[src/core/trip_pkg.sv]
// constants and types shared by the protection and trip logic
// assumes one 10 MHz control clock and synchronous inputs
package trip_pkg;
  // ==========================================================
  // terminal function codes
  localparam int unsigned N_TERM = 7;
  localparam logic [5:0] FN_MAX = 6'h36;  // highest accepted code (54)
  localparam logic [5:0] FN_RST = 6'h03;  // trip reset
  localparam logic [5:0] FN_BLK = 6'h05;  // output block
  // ==========================================================
  // option fault actions
  localparam logic [1:0] OPT_NONE = 2'h0;
  localparam logic [1:0] OPT_FREE = 2'h1;
  localparam logic [1:0] OPT_DEC  = 2'h2;
  // ==========================================================
  // replacement status codes
  localparam logic [1:0] REPL_NONE = 2'h0;
  localparam logic [1:0] REPL_CAP  = 2'h1;
  localparam logic [1:0] REPL_FAN  = 2'h2;
  // ==========================================================
  // missing-motor timing: detection time in tenths of a second
  localparam int unsigned CLK_HZ        = 10_000_000;
  localparam int unsigned TENTH_S_CYC   = CLK_HZ / 10;
  localparam logic [6:0]  NM_LEVEL_RST  = 7'h05;   // percent
  localparam logic [6:0]  NM_TIME_RST   = 7'h1e;   // 3.0 s
  localparam logic [6:0]  NM_TIME_MIN   = 7'h01;   // 0.1 s
  localparam logic [6:0]  NM_TIME_MAX   = 7'h64;   // 10 s
  localparam logic [6:0]  NM_LEVEL_MIN  = 7'h01;
  localparam logic [6:0]  NM_LEVEL_MAX  = 7'h64;
  // ==========================================================
  typedef enum logic [2:0] {
    ST_RUN  = 3'b001,
    ST_BLK  = 3'b010,
    ST_WAIT = 3'b100
  } blk_st_t;
endpackage

[src/core/trip_logic.sv]
// protection and trip handling: output block, trip reset, option fault,
// missing motor, latched undervoltage, replacement status
// assumes synchronous inputs on I_CLK and an active-high synchronous reset
// Contract
// block input code 5 blocks output immediately
// restart needs input released and new run
// hold frequency and current snapshot at block
// seven terminals each with selector 0-54
// reset-function terminal clears trip status
// keypad stop/reset key also clears trip
// replacement status: 00 none, 01 cap, 10 fan
// option comm fail or removal is fault
// option action 0 none, 1 block and trip
// option action 2 decelerates with fault time
// missing-motor action selector, default none
// low current for detection time trips
// latched undervoltage held until reset
// latched undervoltage not written to history
// undervoltage stops output and raises trip
// requests within one cycle, trips latch (code: plain-mode undervoltage clears with I_DC_LOW)
module trip_logic #(
  parameter int unsigned TENTH_CYC = trip_pkg::TENTH_S_CYC
) (
  input  wire logic                         I_CLK,
  input  wire logic                         I_RST,
  input  wire logic [trip_pkg::N_TERM-1:0]  I_TERM,
  input  wire logic [41:0]                  I_TERM_FUNC,
  input  wire logic                         I_RUN_CMD,
  input  wire logic                         I_KEY_STOP_RESET,
  input  wire logic [15:0]                  I_OUT_FREQ,
  input  wire logic [15:0]                  I_OUT_CURR,
  input  wire logic [6:0]                   I_CURR_PCT,
  input  wire logic                         I_OPT_COMM_FAIL,
  input  wire logic                         I_OPT_REMOVED,
  input  wire logic [1:0]                   I_OPT_ACTION,
  input  wire logic                         I_NM_ENABLE,
  input  wire logic [6:0]                   I_NM_LEVEL,
  input  wire logic [6:0]                   I_NM_TIME,
  input  wire logic                         I_DC_LOW,
  input  wire logic                         I_UV_LATCH_SEL,
  input  wire logic                         I_CAP_WARN,
  input  wire logic                         I_FAN_WARN,
  output logic                              O_OUT_BLOCK,
  output logic                              O_DECEL,
  output logic                              O_BLOCK_SHOWN,
  output logic [15:0]                       O_SNAP_FREQ,
  output logic [15:0]                       O_SNAP_CURR,
  output logic                              O_OPT_TRIP,
  output logic                              O_NM_TRIP,
  output logic                              O_UV_TRIP,
  output logic                              O_HIST_WRITE,
  output logic [1:0]                        O_REPL_STATUS,
  output logic [6:0]                        O_FUNC_ERR
);
  import trip_pkg::*;

  typedef struct packed {
    blk_st_t     blk;
    logic [15:0] snap_f;
    logic [15:0] snap_c;
    logic        opt_trip;
    logic        opt_dec;
    logic        nm_trip;
    logic        uv_trip;
    logic        hist;
    logic [23:0] tick;
    logic [6:0]  tenths;
    logic [1:0]  repl;
  } state_t;

  state_t s_r, s_nxt;

  // ==========================================================
  // terminal decode
  logic [N_TERM-1:0] blk_hit, rst_hit, bad_code;
  genvar g;
  generate
    for (g = 0; g < N_TERM; g++) begin : g_term
      wire [5:0] fn = I_TERM_FUNC[g*6 +: 6];
      assign bad_code[g] = fn > FN_MAX;
      assign blk_hit[g]  = I_TERM[g] && fn == FN_BLK;
      assign rst_hit[g]  = I_TERM[g] && fn == FN_RST;
    end
  endgenerate

  wire blk_in    = |blk_hit;
  wire reset_req = (|rst_hit) | I_KEY_STOP_RESET;
  wire opt_fault = I_OPT_COMM_FAIL | I_OPT_REMOVED;
  wire [6:0] nm_time = (I_NM_TIME < NM_TIME_MIN) ? NM_TIME_MIN :
                       (I_NM_TIME > NM_TIME_MAX) ? NM_TIME_MAX : I_NM_TIME;
  wire [6:0] nm_lvl  = (I_NM_LEVEL < NM_LEVEL_MIN) ? NM_LEVEL_MIN :
                       (I_NM_LEVEL > NM_LEVEL_MAX) ? NM_LEVEL_MAX : I_NM_LEVEL;
  wire low_curr  = I_RUN_CMD && I_CURR_PCT < nm_lvl;

  // ==========================================================
  always_comb begin
    s_nxt      = s_r;
    s_nxt.hist = 1'b0;
    // output block state; restart only after release and a fresh run
    case (s_r.blk)
      ST_RUN: begin
        if (blk_in) begin
          s_nxt.blk    = ST_BLK;
          s_nxt.snap_f = I_OUT_FREQ;
          s_nxt.snap_c = I_OUT_CURR;
        end
      end
      ST_BLK: begin
        if (!blk_in) s_nxt.blk = ST_WAIT;
      end
      ST_WAIT: begin
        // a fresh block while waiting takes a new snapshot as well
        if (blk_in) begin
          s_nxt.blk    = ST_BLK;
          s_nxt.snap_f = I_OUT_FREQ;
          s_nxt.snap_c = I_OUT_CURR;
        end else if (!I_RUN_CMD) begin
          s_nxt.blk = ST_RUN;
        end
      end
      default: s_nxt.blk = ST_RUN;
    endcase
    // reset clears first so that a new event in the same cycle wins
    if (reset_req) begin
      s_nxt.opt_trip = 1'b0;
      s_nxt.opt_dec  = 1'b0;
      s_nxt.nm_trip  = 1'b0;
      s_nxt.uv_trip  = 1'b0;
    end
    if (opt_fault && I_OPT_ACTION == OPT_FREE) s_nxt.opt_trip = 1'b1;
    if (opt_fault && I_OPT_ACTION == OPT_DEC)  s_nxt.opt_dec  = 1'b1;
    // missing-motor timer in tenths of a second
    if (I_NM_ENABLE && low_curr && !s_r.nm_trip) begin
      if (s_r.tick >= 24'(TENTH_CYC - 1)) begin
        s_nxt.tick   = '0;
        s_nxt.tenths = s_r.tenths + 7'h01;
        if (s_r.tenths + 7'h01 >= nm_time) begin
          s_nxt.nm_trip = 1'b1;
          s_nxt.hist    = 1'b1;
        end
      end else begin
        s_nxt.tick = s_r.tick + 24'h000001;
      end
    end else begin
      s_nxt.tick   = '0;
      s_nxt.tenths = '0;
    end
    // undervoltage: latched mode ignores recovery, plain mode follows the rail
    if (I_DC_LOW) begin
      s_nxt.uv_trip = 1'b1;
      if (!s_r.uv_trip && !I_UV_LATCH_SEL) s_nxt.hist = 1'b1;
    end else if (!I_UV_LATCH_SEL) begin
      s_nxt.uv_trip = 1'b0;
    end
    // action 3 acts as none, so it must not log a trip
    if (opt_fault && (I_OPT_ACTION == OPT_FREE || I_OPT_ACTION == OPT_DEC) && !s_r.opt_trip && !s_r.opt_dec) begin
      s_nxt.hist = 1'b1;
    end
    // replacement status, capacitor reported ahead of fan
    s_nxt.repl = I_CAP_WARN ? REPL_CAP : (I_FAN_WARN ? REPL_FAN : REPL_NONE);
  end

  always_ff @(posedge I_CLK) begin
    if (I_RST) begin
      s_r <= '{blk: ST_RUN, snap_f: 16'h0000, snap_c: 16'h0000, opt_trip: 1'b0, opt_dec: 1'b0,
               nm_trip: 1'b0, uv_trip: 1'b0, hist: 1'b0, tick: 24'h000000, tenths: 7'h00,
               repl: REPL_NONE};
    end else begin
      s_r <= s_nxt;
    end
  end

  // ==========================================================
  // block is combinational on the live input so it acts the same cycle
  assign O_OUT_BLOCK   = blk_in || s_r.blk != ST_RUN || s_r.opt_trip
                         || s_r.nm_trip || s_r.uv_trip;
  assign O_DECEL       = s_r.opt_dec && !O_OUT_BLOCK;
  assign O_BLOCK_SHOWN = s_r.blk == ST_BLK;
  assign O_SNAP_FREQ   = s_r.snap_f;
  assign O_SNAP_CURR   = s_r.snap_c;
  assign O_OPT_TRIP    = s_r.opt_trip;
  assign O_NM_TRIP     = s_r.nm_trip;
  assign O_UV_TRIP     = s_r.uv_trip;
  assign O_HIST_WRITE  = s_r.hist;
  assign O_REPL_STATUS = s_r.repl;
  assign O_FUNC_ERR    = bad_code;
endmodule

[config.mk]
export PLATFORM = sky130hd
export DESIGN_NAME = trip_logic
export DESIGN_NICKNAME = d
export VERILOG_FILES = /design/src/core/trip_pkg.sv /design/src/core/trip_logic.sv
export SDC_FILE = /design/constraint.sdc
export NUM_CORES = 1
export LEC_CHECK = 0
export BUFFER_PORTS_ARGS = -buffer_cell sky130_fd_sc_hd__buf_2
export CAP_MARGIN = 20
export CORE_MARGIN = 2
export CORE_UTILIZATION = 26
export CTS_CLUSTER_DIAMETER = 100
export DETAILED_ROUTE_END_ITERATION = 7
export PLACE_DENSITY = 0.57
export SYNTH_ARGS = -nofsm -noshare
export SYNTH_HDL_FRONTEND = slang
export SYNTH_SLANG_ARGS = --single-unit
[constraint.sdc]
create_clock -name I_CLK -period 6 [get_ports I_CLK]
set_input_delay 0.3 -clock I_CLK [delete_from_list [all_inputs] [get_ports I_CLK]]
set_output_delay 0.3 -clock I_CLK [all_outputs]
set_load 0.01 [all_outputs]
==> results.md <==
- Unrepaired setup endpoints after global routing: no
- Minimum clock period: between 2 and 3 ns
- Setup Buffers After CTS: 0
- Post-synth EDFFs: 0
- Syn Area/Cell: 8.33 sq um
- Grt total ovfl: 0
- Largest area contributor in the netlist: dfxtp_1
- PostCTS Resize Cnt: 0
- Tcrit/Tclk final: ~44%
- CTS tree: yes
- Critical path startpoint category: flip-flop
- Via count: 3518
- Fmax: 378 MHz
- Maximum vdd drop: 0.121 mV
- Flops & latches, synth: 73
- DRT iter0 DRCs: 110
- Synth top area share: 36.6%
- Buffers added on ports: 162
- Met1 WL: 4.68 mm
- Met3 wire len: 547 um
- Ys async rst share: 0%
- Simple-gate share of the synthesized area: 25.4%
- Compound-Gate Fraction of Synth Area: 8.51%
- Starting density of the core: about a quarter
- CP top delay family: simple AND/OR/NAND/NOR gates
- First-pass GRT wire length: 15.5 mm
- Cell Pwr Density: 229 nW/um^2
- Final Setup Violations: 0
- Finished Cell Area: 5060 sq um
- CTS max path bufs: 2
- Post-layout util: approximately a third
- Nets: about 740
- Slew headroom: 45.0%
- Mean routed wirelength per cell: around 12 um
- MaxCap Viol Count: 0
- Worst Hold Class: in2reg
- Routed Antenna Nets: 0
- # H-tree levels: 3
- # diodes: 0
- Final Routed Wirelength: 9.42 mm
- Main combinational cell family by area after synthesis: simple AND/OR/NAND/NOR gates
- DIE AREA: 16400 sq um
- Highest layer used for signal routing: met4
- Ys Warns: 0
- Dominant synthesized flop cell: dfxtp_1
- Root buffer cell: clkbuf_16
- CP bufs+invs: 0
- Vias in the first global route: about 3.3k
- WP data arrival: a little under 3 ns
- Core footprint: roughly 15000 sq um
- Die Y: 128 um
- Critical Path End Type: flip-flop
- Worst EP required: 6.24 ns
- Row cnt: between 40 and 50
- Die W: 128 um
- Hpwl dp: 7.51 mm
- Drt pass-1 iters: 4
- Delay of the slowest critical-path stage: 0.74 ns
- Syn-to-layout area delta: 26.5%
- Multiplexer share of the synthesized area: 8.26%
- CTS sink count: 73
- Latest clock arrival within the worst-skew pair: about 0.32 ns
- Adder-Cell Fraction of Synth Area: 5.32%
- Setup TNS: 0 ns
- Final hold viol count: 0
- Vias per cell: about 4.4
- Drc violations: 0
- Initial antenna violation count: 0
- Layout cells sized above 1: 30.0%
- List of most frequent post-synthesis cells: nand2_1 (97), dfxtp_1 (73), nor2_1 (50)
- Placement-stage cell area: 4740 sq um
- Num CTS Buffers: 9
- WS Path Type: reg2reg
- CP cell instances: ha_1 > and3_1 > a41o_1 > o21ai_0 > nand4_1 > nor2_1
- Clock slew at reported path FFs: 0.06 ns
- CTS Hold Bufs: 0
- Slew Viols, Final: 0
- CP max FO: 20
- Fillers: 1592
- Mapped cell area: approximately 4000 sq um
- Setup Skew: 0.00395 ns
- Count of unique library cells instantiated by Yosys: 50
- Synth Area in XOR/XNOR: 6.79%
- Total track usage: around an eighth
- Leak Pwr: 2.25 nW
- Top post-synthesis cells by area: dfxtp_1 (37%), nand2_1 (9.1%), mux2i_1 (8.3%)
- Status: finished clean
- Top-count cell post-synth: nand2_1
- Syn Inst Count: 480
- WL met2: between 4 and 5 mm
- Largest net degree at the start of global routing: between 60 and 70
- Seq/Total Area, Yosys: 36.6%
- Placer Congestion: 0.766
- Slowest cell on crit path: nand4_1
- Tightest Pin Transition: 0.823 ns
- IO Pins: 163
- Worst hold slack: 0.150 ns
[final timing paths]
kind              startpoint                to  slack (ns)  depth (start not counted)
hold / removal    I_CAP_WARN  O_REPL_STATUS[1]        0.15                          2
hold reg to reg       s_r[9]            s_r[9]        0.44                          1
setup / recovery      s_r[9]           s_r[11]        3.35                          6
setup reg to reg      s_r[9]           s_r[11]        3.35                          6
[where the power goes]
group          internal (mW)  leakage, nW  switching (mW)
registers              0.495        0.592         0.00558
clock network          0.341        0.148           0.187
logic                 0.0622         1.51          0.0648
total                  0.898         2.25           0.257
[state kept, by name, indices dropped and copies added (netlist names)]
name / cells
s_r: 35
O_SNAP_CURR: 16
O_SNAP_FREQ: 16
O_REPL_STATUS: 2
O_HIST_WRITE: 1
O_NM_TRIP: 1
O_OPT_TRIP: 1
O_UV_TRIP: 1
[cell families after synthesis]
kind of cell,Yosys count
XOR/XNOR,31
AO/OA/AOI/OAI,49
buffers and inverters,57
adder cells (fa/ha/maj),17
multiplexers,33
flip-flops,73
AND/OR/NAND/NOR,219
other,1
[placed cells by master (no fill, tap or decap), types with 2 or more instances in the layout]
| cell | count |
|---|---|
| buf_2 | 162 |
| nand2_1 | 97 |
| dfxtp_1 | 73 |
| nor2_1 | 50 |
| mux2i_1 | 33 |
| nor3_1 | 19 |
| xnor2_1 | 18 |
| ha_1 | 17 |
| o21ai_0 | 14 |
| xor2_1 | 13 |
| inv_1 | 10 |
| nand3_1 | 9 |
| clkbuf_16 | 9 |
| nor4_1 | 8 |
| and3_1 | 7 |
| a31oi_1 | 7 |
| a21oi_1 | 5 |
| o211ai_1 | 5 |
| nor3b_1 | 4 |
| or4b_2 | 4 |
| nor2b_1 | 4 |
| conb_1 | 4 |
| and2_1 | 3 |
| nand4_1 | 3 |
| or4b_1 | 2 |
| and4_1 | 2 |
| o31ai_1 | 2 |
| a22o_1 | 2 |
| a21o_1 | 2 |
| clkbuf_8 | 2 |
| clkinv_2 | 2 |
[area by class of cell]
class	instances	area (sq um)	share of cell area [%]
flip-flops and latches	73	1460	28.9
clock buffers	12	256	5.07
repair buffers	164	838	16.6
well taps	188	235	4.65
multi-input cells	353	2180	43.2
clock inverters	3	40.0	0.792
inverters	11	41.3	0.817
[per-stage QoR]
step / power [mW] / std cells / worst slack, ns
2_1_floorplan: 0.580 / 483 / 3.80
3_3_place_gp: 0.637 / 788 / 3.17
3_5_place_dp: 0.638 / 788 / 3.16
4_1_cts: 1.17 / 803 / 3.30
5_1_grt: 1.21 / 804 / 3.06
6_report: 1.16 / 804 / 3.35
[metal layers]
metal | vias up | global-route usage (%)
li1 | 1872 | -
met1 | 1538 | 15.7
met2 | 93 | 18.2
met3 | 15 | 2.63
met4 | 0 | 4.78
met5 | - | 0
No activity file was read; power rests on OpenSTA's default activity.
